File: config.mk
export PLATFORM = sky130hd
export DESIGN_NAME = fail_safe_clock_monitor
export DESIGN_NICKNAME = d
export VERILOG_FILES = /design/src/verilog/fail_safe_monitor_pkg.sv /design/src/verilog/fail_safe_clock_monitor.sv /design/src/verilog/rc_tick_divider.sv /design/src/verilog/startup_timer.sv
export SDC_FILE = /design/constraint.sdc
export NUM_CORES = 1
export LEC_CHECK = 0
export BUFFER_PORTS_ARGS = -buffer_cell sky130_fd_sc_hd__buf_2
export CAP_MARGIN = 20
export CORE_ASPECT_RATIO = 0.8
export CORE_UTILIZATION = 25
export DETAILED_ROUTE_END_ITERATION = 16
export SYNTH_ARGS = -nofsm -noshare
export SYNTH_HDL_FRONTEND = slang
export SYNTH_SLANG_ARGS = --single-unit
File: constraint.sdc
create_clock -name hclk -period 5.8 [get_ports hclk]
set_input_delay 0.29 -clock hclk [delete_from_list [all_inputs] [get_ports hclk]]
set_output_delay 0.29 -clock hclk [all_outputs]
set_load 0.05 [all_outputs]
File: src/verilog/fail_safe_monitor_pkg.sv
// Constants, offsets, field layouts and types of the clock monitor block.
// Assumes a 32-bit AHB-Lite register port and a single 100 MHz hclk.
package fail_safe_monitor_pkg;
   // Register byte offsets
   localparam logic [7:0] OSC_CTRL_OFF = 8'h00;
   localparam logic [7:0] IRQ_FLAGS_OFF = 8'h04;
   localparam logic [7:0] CFG_OFF = 8'h08;
   localparam logic [7:0] PM_CTRL_OFF = 8'h0c;
   localparam logic [7:0] STATUS_OFF = 8'h10;
   localparam logic [7:0] WDT_CTRL_OFF = 8'h14;
   // Field positions
   localparam int SEL_LSB = 0;
   localparam int RUNNING_BIT = 3;
   localparam int FAIL_BIT = 7;
   localparam int CFG_LSB = 0;
   localparam int PM_SLEEP_BIT = 0;
   localparam int PM_IDLE_BIT = 1;
   localparam int PM_SWITCH_BIT = 2;
   localparam int WDT_EN_BIT = 0;
   localparam int WDT_CLR_BIT = 1;
   localparam int WDT_LIM_LSB = 16;
   // Timing counts and pin count
   localparam int SAMPLE_DIV = 64;
   localparam int OST_CYCLES = 1024;
   localparam int WDT_BASE_DIV = 128;
   localparam int NPINS = 5;

   typedef enum logic [1:0] {
      MODE_HS = 2'b00,
      MODE_EC = 2'b01,
      MODE_RC = 2'b10
   } osc_mode_t;

   typedef enum logic [1:0] {
      SRC_PRIMARY = 2'b00,
      SRC_SECONDARY = 2'b01,
      SRC_INTERNAL = 2'b10
   } clk_src_t;

   typedef enum logic [1:0] {
      ST_START = 2'b00,
      ST_RUN = 2'b01,
      ST_FAILSAFE = 2'b10,
      ST_SLEEP = 2'b11
   } fsm_state_t;

   typedef struct packed {
      osc_mode_t mode;
      logic dual_speed_start_cfg;
      logic monitor_enable_cfg;
   } cfg_t;

   typedef struct packed {
      logic irq;
      logic wake;
      logic rc;
      logic secondary;
      logic primary;
   } pins_t;

   // Reset values
   localparam cfg_t CFG_RST = '{mode: MODE_HS, dual_speed_start_cfg: 1'b1,
                                monitor_enable_cfg: 1'b1};
   localparam logic [1:0] SEL_RST = 2'b00;
   localparam logic [15:0] WDT_LIM_RST = 16'h0080;
endpackage

File: src/verilog/fail_safe_clock_monitor.sv
// Fail-safe clock monitor with start-up clock switching and watchdog.
// Assumes an AHB-Lite master on hclk; oscillator pins are asynchronous.
//
// What this block does
// Monitor runs only when enabled; RC oscillator kept running
// Sample clock is RC oscillator divided by 64
// Latch set by clock fall, cleared by sample rise
// Latch still set at sample fall means failure
// Failure sets fail flag, bit 7 of flags
// Failure switches to internal clock, control register untouched
// Failure clears watchdog counter and postscaler
// Only primary and secondary clocks are watched
// Watchdog has its own divider and counter
// Fail-safe ends only on reset or mode entry
// After reset run internal until primary ready
// Primary never ready: stay internal, register untouched
// Mode entry selects register's source, monitoring resumes
// Failure in managed mode never switches back
// Idle interrupt after failure resumes on internal clock
// External or RC primary: monitor immediately
// Crystal mode: internal clock, no detection until timer
// Primary never starting raises no fail flag
// Select writes and sleep honoured during start-up
// Running bit 3 shows primary clocks the device
// New mode during start-up disables the primary unless that mode selects the primary
// Dual-speed only when configured; auto switch after timer
// Fail flag sticky until software clears it
//
// Register access over AHB-Lite and the address map were left to the implementer.
`timescale 1ns/100ps
module fail_safe_clock_monitor #(
   parameter int SAMPLE_DIV = fail_safe_monitor_pkg::SAMPLE_DIV,
   parameter int OST_COUNT = fail_safe_monitor_pkg::OST_CYCLES,
   parameter int WDT_DIV = fail_safe_monitor_pkg::WDT_BASE_DIV
) (
   input wire logic hclk,
   input wire logic hresetn,
   input wire logic hsel,
   input wire logic [31:0] haddr,
   input wire logic [1:0] htrans,
   input wire logic hwrite,
   input wire logic [2:0] hsize,
   input wire logic [31:0] hwdata,
   input wire logic hready,
   output logic [31:0] hrdata,
   output logic hreadyout,
   output logic hresp,
   input wire logic primary_clk_in,
   input wire logic secondary_clk_in,
   input wire logic rc_osc_in,
   input wire logic wake_in,
   input wire logic irq_in,
   output logic [1:0] clk_src,
   output logic primary_osc_en,
   output logic rc_osc_en,
   output logic cpu_run,
   output logic monitor_active,
   output logic osc_fail_irq,
   output logic wdt_reset
);
   // Pin synchronisers
   fail_safe_monitor_pkg::pins_t pins_meta_r;
   fail_safe_monitor_pkg::pins_t pins_sync_r;
   fail_safe_monitor_pkg::pins_t pins_prev_r;
   fail_safe_monitor_pkg::pins_t pin_rise;
   fail_safe_monitor_pkg::pins_t pin_fall;

   always_ff @(posedge hclk or negedge hresetn) begin
      if (!hresetn) begin
         pins_meta_r <= '0;
         pins_sync_r <= '0;
         pins_prev_r <= '0;
      end else begin
         pins_meta_r <= {irq_in, wake_in, rc_osc_in, secondary_clk_in, primary_clk_in};
         pins_sync_r <= pins_meta_r;
         pins_prev_r <= pins_sync_r;
      end
   end

   assign pin_rise = pins_sync_r & ~pins_prev_r;
   assign pin_fall = ~pins_sync_r & pins_prev_r;

   // Registers
   fail_safe_monitor_pkg::cfg_t cfg_r;
   logic [1:0] sel_r;
   logic fail_flag_r;
   logic wdt_en_r;
   logic [15:0] wdt_lim_r;
   fail_safe_monitor_pkg::fsm_state_t state_r;
   fail_safe_monitor_pkg::fsm_state_t state_nxt;
   fail_safe_monitor_pkg::clk_src_t src_r;
   fail_safe_monitor_pkg::clk_src_t src_nxt;
   fail_safe_monitor_pkg::clk_src_t sel_src;
   logic idle_r;
   logic primary_en_r;
   logic [15:0] wdt_ps_r;
   logic wdt_reset_r;

   // AHB-Lite slave, zero wait states
   logic addr_ok;
   logic take;
   logic wr_pend_r;
   logic [7:0] addr_r;
   logic [31:0] rd_mux;
   logic [31:0] hrdata_r;
   logic wr_osc;
   logic wr_irq;
   logic wr_cfg;
   logic wr_pm;
   logic wr_wdt;

   assign addr_ok = (haddr[31:8] == 24'h000000) && (haddr[1:0] == 2'b00);
   assign take = hsel && hready && htrans[1];

   always_ff @(posedge hclk or negedge hresetn) begin
      if (!hresetn) begin
         wr_pend_r <= 1'b0;
         addr_r <= 8'h00;
      end else if (hready) begin
         wr_pend_r <= take && hwrite && addr_ok;
         addr_r <= haddr[7:0];
      end
   end

   assign wr_osc = wr_pend_r && (addr_r == fail_safe_monitor_pkg::OSC_CTRL_OFF);
   assign wr_irq = wr_pend_r && (addr_r == fail_safe_monitor_pkg::IRQ_FLAGS_OFF);
   assign wr_cfg = wr_pend_r && (addr_r == fail_safe_monitor_pkg::CFG_OFF);
   assign wr_pm = wr_pend_r && (addr_r == fail_safe_monitor_pkg::PM_CTRL_OFF);
   assign wr_wdt = wr_pend_r && (addr_r == fail_safe_monitor_pkg::WDT_CTRL_OFF);

   always_comb begin
      rd_mux = 32'h00000000;
      case (haddr[7:0])
         fail_safe_monitor_pkg::OSC_CTRL_OFF: begin
            rd_mux[fail_safe_monitor_pkg::SEL_LSB +: 2] = sel_r;
            rd_mux[fail_safe_monitor_pkg::RUNNING_BIT] = (src_r == fail_safe_monitor_pkg::SRC_PRIMARY)
                                            && (state_r != fail_safe_monitor_pkg::ST_START);
         end
         fail_safe_monitor_pkg::IRQ_FLAGS_OFF: begin
            rd_mux[fail_safe_monitor_pkg::FAIL_BIT] = fail_flag_r;
         end
         fail_safe_monitor_pkg::CFG_OFF: begin
            rd_mux[fail_safe_monitor_pkg::CFG_LSB +: 4] = cfg_r;
         end
         fail_safe_monitor_pkg::STATUS_OFF: begin
            rd_mux[1:0] = state_r;
            rd_mux[3:2] = src_r;
            rd_mux[4] = idle_r;
            rd_mux[5] = monitor_active;
            rd_mux[31:16] = wdt_ps_r;
         end
         fail_safe_monitor_pkg::WDT_CTRL_OFF: begin
            rd_mux[fail_safe_monitor_pkg::WDT_EN_BIT] = wdt_en_r;
            rd_mux[fail_safe_monitor_pkg::WDT_LIM_LSB +: 16] = wdt_lim_r;
         end
         default: begin
            rd_mux = 32'h00000000;
         end
      endcase
   end

   // Read data sampled in the address phase, so a read right after a
   // write to the same register returns the value before that write.
   always_ff @(posedge hclk or negedge hresetn) begin
      if (!hresetn) begin
         hrdata_r <= 32'h00000000;
      end else if (take && !hwrite) begin
         hrdata_r <= addr_ok ? rd_mux : 32'h00000000;
      end
   end

   assign hrdata = hrdata_r;
   assign hreadyout = 1'b1;
   assign hresp = 1'b0;

   // Software-owned registers; hardware never rewrites sel_r
   always_ff @(posedge hclk or negedge hresetn) begin
      if (!hresetn) begin
         sel_r <= fail_safe_monitor_pkg::SEL_RST;
      end else if (wr_osc) begin
         sel_r <= hwdata[fail_safe_monitor_pkg::SEL_LSB +: 2];
      end
   end

   always_ff @(posedge hclk or negedge hresetn) begin
      if (!hresetn) begin
         cfg_r <= fail_safe_monitor_pkg::CFG_RST;
      end else if (wr_cfg) begin
         cfg_r <= fail_safe_monitor_pkg::cfg_t'(hwdata[fail_safe_monitor_pkg::CFG_LSB +: 4]);
      end
   end

   always_ff @(posedge hclk or negedge hresetn) begin
      if (!hresetn) begin
         wdt_en_r <= 1'b0;
         wdt_lim_r <= fail_safe_monitor_pkg::WDT_LIM_RST;
      end else if (wr_wdt) begin
         wdt_en_r <= hwdata[fail_safe_monitor_pkg::WDT_EN_BIT];
         wdt_lim_r <= hwdata[fail_safe_monitor_pkg::WDT_LIM_LSB +: 16];
      end
   end

   // Power-managed mode requests
   logic sleep_req;
   logic idle_req;
   logic switch_req;
   assign sleep_req = wr_pm && hwdata[fail_safe_monitor_pkg::PM_SLEEP_BIT];
   assign idle_req = wr_pm && hwdata[fail_safe_monitor_pkg::PM_IDLE_BIT];
   assign switch_req = wr_pm && (hwdata[fail_safe_monitor_pkg::PM_SWITCH_BIT] || hwdata[fail_safe_monitor_pkg::PM_IDLE_BIT]);

   // Sample clock and oscillator start-up timer
   logic sample_rise;
   logic sample_fall;
   logic ost_done;

   rc_tick_divider #(.DIV(SAMPLE_DIV)) sample_div (
      .hclk(hclk),
      .hresetn(hresetn),
      .clr(1'b0),
      .tick(pin_rise.rc),
      .rise(sample_rise),
      .fall(sample_fall)
   );

   startup_timer #(.COUNT(OST_COUNT)) osc_startup_timer (
      .hclk(hclk),
      .hresetn(hresetn),
      .clr(state_r != fail_safe_monitor_pkg::ST_START),
      .edge_in(pin_rise.primary),
      .done(ost_done)
   );

   // Clock-seen latch and failure detection
   logic seen_latch_r;
   logic mon_fall;
   logic fail_evt;

   assign mon_fall = (src_r == fail_safe_monitor_pkg::SRC_PRIMARY) ? pin_fall.primary : pin_fall.secondary;
   assign monitor_active = cfg_r.monitor_enable_cfg && (state_r == fail_safe_monitor_pkg::ST_RUN)
                           && (src_r != fail_safe_monitor_pkg::SRC_INTERNAL);

   always_ff @(posedge hclk or negedge hresetn) begin
      if (!hresetn) begin
         seen_latch_r <= 1'b0;
      end else if (mon_fall) begin
         seen_latch_r <= 1'b1;
      end else if (sample_rise) begin
         seen_latch_r <= 1'b0;
      end
   end

   assign fail_evt = monitor_active && sample_fall && seen_latch_r;

   // Sticky flag; a new failure wins over a clear in the same cycle
   always_ff @(posedge hclk or negedge hresetn) begin
      if (!hresetn) begin
         fail_flag_r <= 1'b0;
      end else if (fail_evt) begin
         fail_flag_r <= 1'b1;
      end else if (wr_irq && hwdata[fail_safe_monitor_pkg::FAIL_BIT]) begin
         fail_flag_r <= 1'b0;
      end
   end

   assign osc_fail_irq = fail_flag_r;

   // Clock source state machine
   logic primary_ready;
   assign sel_src = sel_r[1] ? fail_safe_monitor_pkg::SRC_INTERNAL : fail_safe_monitor_pkg::clk_src_t'(sel_r);
   assign primary_ready = (cfg_r.mode != fail_safe_monitor_pkg::MODE_HS) || ost_done;

   always_comb begin
      state_nxt = state_r;
      src_nxt = src_r;
      case (state_r)
         fail_safe_monitor_pkg::ST_START: begin
            src_nxt = fail_safe_monitor_pkg::SRC_INTERNAL;
            if (sleep_req) begin
               state_nxt = fail_safe_monitor_pkg::ST_SLEEP;
            end else if (switch_req) begin
               state_nxt = fail_safe_monitor_pkg::ST_RUN;
               src_nxt = sel_src;
            end else if (primary_ready) begin
               state_nxt = fail_safe_monitor_pkg::ST_RUN;
               src_nxt = fail_safe_monitor_pkg::SRC_PRIMARY;
            end
         end
         fail_safe_monitor_pkg::ST_RUN: begin
            if (fail_evt) begin
               state_nxt = fail_safe_monitor_pkg::ST_FAILSAFE;
               src_nxt = fail_safe_monitor_pkg::SRC_INTERNAL;
            end else if (sleep_req) begin
               state_nxt = fail_safe_monitor_pkg::ST_SLEEP;
            end else if (switch_req) begin
               src_nxt = sel_src;
            end
         end
         fail_safe_monitor_pkg::ST_FAILSAFE: begin
            // No way back to the failed source without a new mode entry
            if (sleep_req) begin
               state_nxt = fail_safe_monitor_pkg::ST_SLEEP;
            end else if (switch_req) begin
               state_nxt = fail_safe_monitor_pkg::ST_RUN;
               src_nxt = sel_src;
            end else begin
               src_nxt = fail_safe_monitor_pkg::SRC_INTERNAL;
            end
         end
         fail_safe_monitor_pkg::ST_SLEEP: begin
            src_nxt = fail_safe_monitor_pkg::SRC_INTERNAL;
            if (pin_rise.wake) begin
               state_nxt = fail_safe_monitor_pkg::ST_START;
            end
         end
         default: begin
            state_nxt = fail_safe_monitor_pkg::ST_START;
            src_nxt = fail_safe_monitor_pkg::SRC_INTERNAL;
         end
      endcase
   end

   always_ff @(posedge hclk or negedge hresetn) begin
      if (!hresetn) begin
         state_r <= fail_safe_monitor_pkg::ST_START;
         src_r <= fail_safe_monitor_pkg::SRC_INTERNAL;
      end else begin
         state_r <= state_nxt;
         src_r <= src_nxt;
      end
   end

   // Primary oscillator runs during start-up and while it is selected
   always_ff @(posedge hclk or negedge hresetn) begin
      if (!hresetn) begin
         primary_en_r <= 1'b1;
      end else begin
         case (state_nxt)
            fail_safe_monitor_pkg::ST_START: primary_en_r <= 1'b1;
            fail_safe_monitor_pkg::ST_SLEEP: primary_en_r <= 1'b0;
            default: primary_en_r <= (src_nxt == fail_safe_monitor_pkg::SRC_PRIMARY);
         endcase
      end
   end

   assign primary_osc_en = primary_en_r;
   assign clk_src = src_r;
   assign rc_osc_en = cfg_r.monitor_enable_cfg || wdt_en_r
                      || (src_r == fail_safe_monitor_pkg::SRC_INTERNAL);

   // Idle: CPU halted, clock kept; an interrupt resumes on current source
   always_ff @(posedge hclk or negedge hresetn) begin
      if (!hresetn) begin
         idle_r <= 1'b0;
      end else if (idle_req) begin
         idle_r <= 1'b1;
      end else if (pin_rise.irq || state_r == fail_safe_monitor_pkg::ST_SLEEP) begin
         idle_r <= 1'b0;
      end
   end

   // Without dual-speed start the CPU waits for the crystal
   assign cpu_run = !idle_r && (state_r != fail_safe_monitor_pkg::ST_SLEEP)
                    && !((state_r == fail_safe_monitor_pkg::ST_START) && (cfg_r.mode == fail_safe_monitor_pkg::MODE_HS)
                         && !cfg_r.dual_speed_start_cfg);

   // Watchdog on its own divider, so the sample clock is undisturbed
   logic wdt_clr;
   logic wdt_tick;
   assign wdt_clr = fail_evt || sleep_req || !wdt_en_r
                    || (wr_wdt && hwdata[fail_safe_monitor_pkg::WDT_CLR_BIT]);

   rc_tick_divider #(.DIV(WDT_DIV)) wdt_div (
      .hclk(hclk),
      .hresetn(hresetn),
      .clr(wdt_clr),
      .tick(pin_rise.rc),
      .rise(wdt_tick),
      .fall()
   );

   always_ff @(posedge hclk or negedge hresetn) begin
      if (!hresetn) begin
         wdt_ps_r <= 16'h0000;
         wdt_reset_r <= 1'b0;
      end else if (wdt_clr) begin
         wdt_ps_r <= 16'h0000;
         wdt_reset_r <= 1'b0;
      end else if (wdt_tick) begin
         wdt_reset_r <= (wdt_ps_r == wdt_lim_r);
         wdt_ps_r <= (wdt_ps_r == wdt_lim_r) ? 16'h0000 : wdt_ps_r + 16'h0001;
      end else begin
         wdt_reset_r <= 1'b0;
      end
   end

   assign wdt_reset = wdt_reset_r;
endmodule

File: src/verilog/rc_tick_divider.sv
// Divides a tick stream by DIV and marks the rising and falling edges
// of the divided clock as one-cycle strobes. Assumes ticks are hclk pulses.
`timescale 1ns/100ps
module rc_tick_divider #(
   parameter int DIV = fail_safe_monitor_pkg::SAMPLE_DIV
) (
   input wire logic hclk,
   input wire logic hresetn,
   input wire logic clr,
   input wire logic tick,
   output logic rise,
   output logic fall
);
   localparam int CW = $clog2(DIV);
   logic [CW-1:0] cnt_r;

   always_ff @(posedge hclk or negedge hresetn) begin
      if (!hresetn) begin
         cnt_r <= '0;
      end else if (clr) begin
         cnt_r <= '0;
      end else if (tick) begin
         cnt_r <= (cnt_r == CW'(DIV - 1)) ? '0 : cnt_r + 1'b1;
      end
   end

   // Half period high, half low
   assign rise = tick && !clr && (cnt_r == '0);
   assign fall = tick && !clr && (cnt_r == CW'(DIV / 2));
endmodule

File: src/verilog/startup_timer.sv
// Counts primary oscillator edges until the oscillator is deemed stable.
// Assumes edge_in is a one-cycle strobe synchronised to hclk.
`timescale 1ns/100ps
module startup_timer #(
   parameter int COUNT = fail_safe_monitor_pkg::OST_CYCLES
) (
   input wire logic hclk,
   input wire logic hresetn,
   input wire logic clr,
   input wire logic edge_in,
   output logic done
);
   localparam int CW = $clog2(COUNT + 1);
   logic [CW-1:0] cnt_r;

   always_ff @(posedge hclk or negedge hresetn) begin
      if (!hresetn) begin
         cnt_r <= '0;
      end else if (clr) begin
         cnt_r <= '0;
      end else if (edge_in && !done) begin
         cnt_r <= cnt_r + 1'b1;
      end
   end

   assign done = (cnt_r == CW'(COUNT));
endmodule

# Word-level counts from Yosys, hierarchy flattened
# Index checks and enable logic that the tools add are counted.
# classes
add_sub_neg,4
n_eq_ne,20
n_mux,46
n_bitwise,4
reduce_logical,64
# ops
operator,count
16-bit two-way mux,3
2-bit two-way mux,18
32-bit two-way mux,1
16-bit one-hot mux with 2 select lines,1
1-bit logical AND,30
8-bit by 4-bit equality test with 1-bit output (second input constant),3
8-bit by 5-bit equality test with 1-bit output (second input constant),3
24-bit logical NOT,1
11-bit two-way mux,2
7-bit two-way mux,3
16-bit by 1-bit adder with 16-bit output (second input constant),1
16-bit equality test,1
8-bit by 3-bit equality test with 1-bit output (second input constant),2
8-bit logical NOT,2
2-bit one-hot mux with 4 select lines,2
2-bit nonzero test,8
6-bit equality test (second input constant),2
2-bit logical NOT,6
11-bit by 1-bit adder with 11-bit output (second input constant),1
11-bit equality test (second input constant),1
1-bit two-way mux,10
2-bit equality test (second input constant),4
1-bit logical OR,8
7-bit by 1-bit adder with 7-bit output (second input constant),1
other kinds (15),24
# totals
reg_bits,128
input_bits,79

# Logic depth before layout (Yosys ltp)
# depth
ltp_word,13
mapped_depth,11
ltp_nobuf,10

# Modules after synthesis
# A second synthesis with hierarchy kept.
# unflattened
hier_cells,609
area_unflattened_um2,6282.3
# by_module_without_submodules
mod,instances,cells_per_inst,area_per_inst_um2,seq_area_each_um2
fail_safe_clock_monitor,1,448,4797.1,2383.5
startup_timer,1,78,705.7,275.3
rc_tick_divider (wdt_div),1,44,416.6,175.2
rc_tick_divider (sample_div),1,39,362.8,150.1

# Worst setup path after synthesis
# Ideal clock, no wire load.
# synth_path
path_kind,register to register
from,register src_r[0] (netlist: clk_src[0])
to,register primary_en_r (netlist: primary_osc_en)
t_arrival_ns,3.318
required_time_ns,5.721
path_slack_ns,2.403
path_stages_with_launch,10
path_buffers,0
synth_period_minus_slack_ns,3.397
path_cell_list,dfrtp_1 nor2b_1 nor3_1 nand3_1 nand2_1 o21ai_0 ha_1 inv_1 a31oi_1 a41o_1
# synth_via
elab_chain_len,8
elab_cells_between_ends,15
cone_classes,eq/ne (2); mux (8); reduce/logical (5)
# synth_lines
element,line_no,source
"start, declared",fail_safe_clock_monitor.sv:91,fail_safe_monitor_pkg::clk_src_t src_r;
"start signal, assigned",fail_safe_clock_monitor.sv:325,src_r <= fail_safe_monitor_pkg::SRC_INTERNAL;
"start signal, assigned",fail_safe_clock_monitor.sv:328,src_r <= src_nxt;
2-bit != test (*),fail_safe_clock_monitor.sv:240,&& (src_r != fail_safe_monitor_pkg::SRC_INTERNAL);
1-bit logical AND (*),fail_safe_clock_monitor.sv:240,
via monitor_active,fail_safe_clock_monitor.sv:57,"output logic monitor_active,"
1-bit logical AND (*) (2 in series),fail_safe_clock_monitor.sv:252,assign fail_evt = monitor_active && sample_fall && seen_latch_r;
2-bit two-way mux,fail_safe_clock_monitor.sv:289,if (fail_evt) begin
2-bit one-hot mux with 4 select lines,fail_safe_clock_monitor.sv:275,case (state_r)
"2-bit equality test, or another cell as far along",fail_safe_clock_monitor.sv:337,case (state_nxt)
1-bit one-hot mux with 2 select lines (*),fail_safe_clock_monitor.sv:337,
"end signal, assigned",fail_safe_clock_monitor.sv:340,default: primary_en_r <= (src_nxt == fail_safe_monitor_pkg::SRC_PRIMARY);
"end, declared",fail_safe_clock_monitor.sv:95,logic primary_en_r;
# The timed path passes the listed nets; every way through them passes the cells marked *.
# A chain may end at the register's enable or synchronous reset.

# Worst setup path after layout
# layout_path
from,register wdt_ps_r[6]
to,register wdt_ps_r[10]
# layout_via
elab_chain_len,4
elab_cells_between_ends,5
cone_classes,add/sub (1); eq/ne (1); mux (3)
# layout_lines
element,line_no,source
"start, declared",fail_safe_clock_monitor.sv:96,logic [15:0] wdt_ps_r;
"start signal, assigned",fail_safe_clock_monitor.sv:390,wdt_ps_r <= (wdt_ps_r == wdt_lim_r) ? 16'h0000 : wdt_ps_r + 16'h0001;
16-bit by 1-bit adder with 16-bit output / 16-bit equality test (equally long branches),fail_safe_clock_monitor.sv:390,
16-bit two-way mux (*),fail_safe_clock_monitor.sv:390,
16-bit two-way mux (*),fail_safe_clock_monitor.sv:388,end else if (wdt_tick) begin
16-bit two-way mux (*),fail_safe_clock_monitor.sv:385,end else if (wdt_clr) begin
# Every way passes the cells marked *; elsewhere a longest branch is shown, timed or not. The select of a mux whose other input is x is not followed.

==> results.md <==
- Power, Total: 2260 uW
- Netlist Area Pre-Place: ~6000 sq um
- Psw: 580 uW
- Synth cell types: between 70 and 80
- Final Skew: 0.00713 ns
- First-pass GRT wire length: 25300 um
- Clock share of power: 0.478
- Die H: 141 um
- Number of synthesized flops with an enable pin: 0
- Hold depth: 2
- Crit start category: flip-flop
- Clk buf depth: 2
- Die X: ~180 um
- Worst IR drop on VDD: roughly 0.20 mV
- Total CTS buffers: 17
- Sw Share: 0.257
- N_diodes: 0
- Post-synth ARST share: 1.00
- Compound-Gate Fraction of Synth Area: 0.131
- Drt pass-1 iters: 5
- Post-synth top cells: dfrtp_1 (114), nand2_1 (61), nand3_1 (31)
- CTS tree: built
- Synth Area per Inst: 10.2 sq um
- Slack of the critical path: 3.05 ns
- Met2 routed wirelength: ~6400 um
- Cell taking the most area after synthesis: dfrtp_1
- FP Rows: 50
- Area delta synth->final: 23.1%
- Worst path required time: approximately 6.1 ns
- Top-area cell type share of the netlist area: 0.470
- Worst-path fanout max: 24
- Final Hold Viols: 0
- Total GRT Usage: 0.131
- Cell count of the worst reg-to-reg path: 5
- Comb power frac: 0.109
- Overflow after GRT: 0
- Worst setup EP type: flip-flop
- Worst slew pin tran: just under 1 ns
- Post-route minimum period: 2.75 ns
- Initial antenna violation count: 0
- Final setup fails: 0
- Clock slew at reported path FFs: 0.06 ns
- Routed Antenna Nets: 0
- Die area: 24900 sq um
- Power density cells: 303 nW/um^2
- Max-slew violations: 0
- I/O pin count: ~120
- Last weighted congestion value of the routability-driven placer: 0.831
- Final Net Count: 774
- RSZ-0062 raised after global routing: false
- Routed wl met3: 1260 um
- Slew HR: 0.339
- PostCTS Resize Cnt: 0
- Remaining DRCs: 0
- Final HPWL DP: approximately 11000 um
- Setup TNS: 0 ns
- Max-cap violations: 0
- Sequential element share of the synthesized area: 0.492
- Pleak: 0.00344 uW
- Synth Warn #: 0
- Setup bufs post-CTS: 0
- Mux cell area share after synthesis: 0.0608
- Area contributors post-synth: dfrtp_1 (47%), mux2_1 (4.3%), nand2_1 (3.8%)
- Critical path class: reg -> reg
- # fillers: 2452
- Post-synthesis adder-cell area fraction: 0.0165
- Vias per inst: 4.80
- H-Tree Depth: 4
- Core Util, Final: 0.317
- DR top layer: met4
- Core ar.: 23600 sq um
- Hold Crit Class: in -> reg
- Finished Cell Area: 7470 sq um
- Root buf cell: clkbuf_16
- Max frequency: 0.364 GHz
- Layout cells sized above 1: 0.223
- WL met1: 7590 um
- Worst-Skew Late Latency: between 0.4 and 0.5 ns
- Most instantiated library cell after synthesis: dfrtp_1
- Initial Util: 0.257
- Vias in the first global route: 4704
- Worst slack, placed: 3.08 ns
- Post-Place Cell Area: a little under 7000 sq um
- Main combinational cell family by area after synthesis: simple AND/OR/NAND/NOR gates
- Ys flop type: dfrtp_1
- Period utilisation layout: 0.474
- Cts hold-fix bufs: 6
- TritonCTS Sinks: around 120
- Simple-gate share of the synthesized area: 0.204
- Final wirelength: 15400 um
- Status: completed
- P_int: 1680 uW
- Seq pwr share: 0.414
- DR iter-0 viols: 294
- Synth Area in XOR/XNOR: 0.0462
- Via count: ~5k
- Largest net degree at the start of global routing: between 70 and 80
- Wire per inst: 15.3 um
- Arr. time, crit path: 3.04 ns
- Synthesized flop and latch total: 119
- Port bufs: 94
- Gate Count Post-Synth: 595
==> power groups by stage <==
stage | Combinational [uW] | Sequential (uW) | Clock [uW]
floorplan | 155 | 947 | 0
global placement | 238 | 946 | 0
detailed placement | 241 | 947 | 0
CTS | 247 | 934 | 1100
global route | 275 | 943 | 1140
finish | 245 | 935 | 1080
==> cells in the final DEF (no fill, tap or decap), types with 12 or more instances in the layout <==
cell       count
inv_1         16
nor4_1        12
nand2_1       61
nand3_1       31
buf_2         93
a21o_1        16
a21oi_1       17
nand4_1       17
o21ai_0       29
nor2_1        26
and3_1        12
clkbuf_16     17
xor2_1        23
mux2_1        23
dfrtp_1      114
==> metrics by stage <==
| stage | hold WS (ns) | cells |
|---|---|---|
| floorplan | -0.00559 | 604 |
| global placement | 0.318 | 973 |
| detailed placement | 0.315 | 973 |
| CTS | 0.0682 | 1011 |
| global route | 0.0713 | 1012 |
| finish | 0.0810 | 1012 |
==> worst max-delay path, cell delays in order, from the launching register on <==
cell	delay, ns
dfrtp_1	0.46
xor2_1	0.21
nor4_1	0.49
nand4_1	0.90
a22oi_1	0.44
a21oi_1	0.11
==> flip-flops by register name, summed over array words and instances (netlist names), 2 cells and up <==
register                 count
hrdata                      23
wdt_lim_r                   16
wdt_ps_r                    16
osc_startup_timer.cnt_r     11
addr_r                       8
wdt_div.cnt_r                7
sample_div.cnt_r             6
pins_meta_r                  5
pins_prev_r                  5
pins_sync_r                  5
cfg_r                        4
clk_src                      2
sel_r                        2
state_r                      2
==> routing by layer <==
metal / global-route usage / up-vias
met2: 0.184 / 170
li1: - / 2310
met1: 0.186 / 2360
met5: 0 / -
met4: 0.0421 / 0
met3: 0.0426 / 15
==> cell type report <==
type                    instances  area [sq um]  share of cell area
clock buffers                  24           482              0.0645
well taps                     312           390              0.0523
inverters                      17          63.8             0.00854
multi-input cells             425          2830               0.378
repair buffers                107           606              0.0811
clock inverters                 8           120              0.0161
flip-flops and latches        119          2980               0.399
==> cell families after synthesis <==
kind of cell,after synthesis
AO/OA/AOI/OAI,120
XOR/XNOR,32
adder cells (fa/ha/maj),8
buffers and inverters,60
flip-flops,119
multiplexers,33
other,2
AND/OR/NAND/NOR,221
==> final timing paths <==
check / slack, ns / end / startpoint
max: 3.05 / wdt_ps_r[10]$_DFFE_PN0P_ / wdt_ps_r[6]$_DFFE_PN0P_
min: 0.08 / wdt_lim_r[9]$_DFFE_PN0N_ / hwdata[25]
max reg2reg: 3.05 / wdt_ps_r[10]$_DFFE_PN0P_ / wdt_ps_r[6]$_DFFE_PN0P_
min reg2reg: 0.35 / pins_sync_r[4]$_DFF_PN0_ / pins_meta_r[4]$_DFF_PN0_
max in group asynchronous: 4.29 / cfg_r[0]$_DFFE_PN1P_ / hresetn
min in group asynchronous: 0.40 / addr_r[6]$_DFFE_PN0P_ / hresetn
Power figures use the tool's default switching activity.
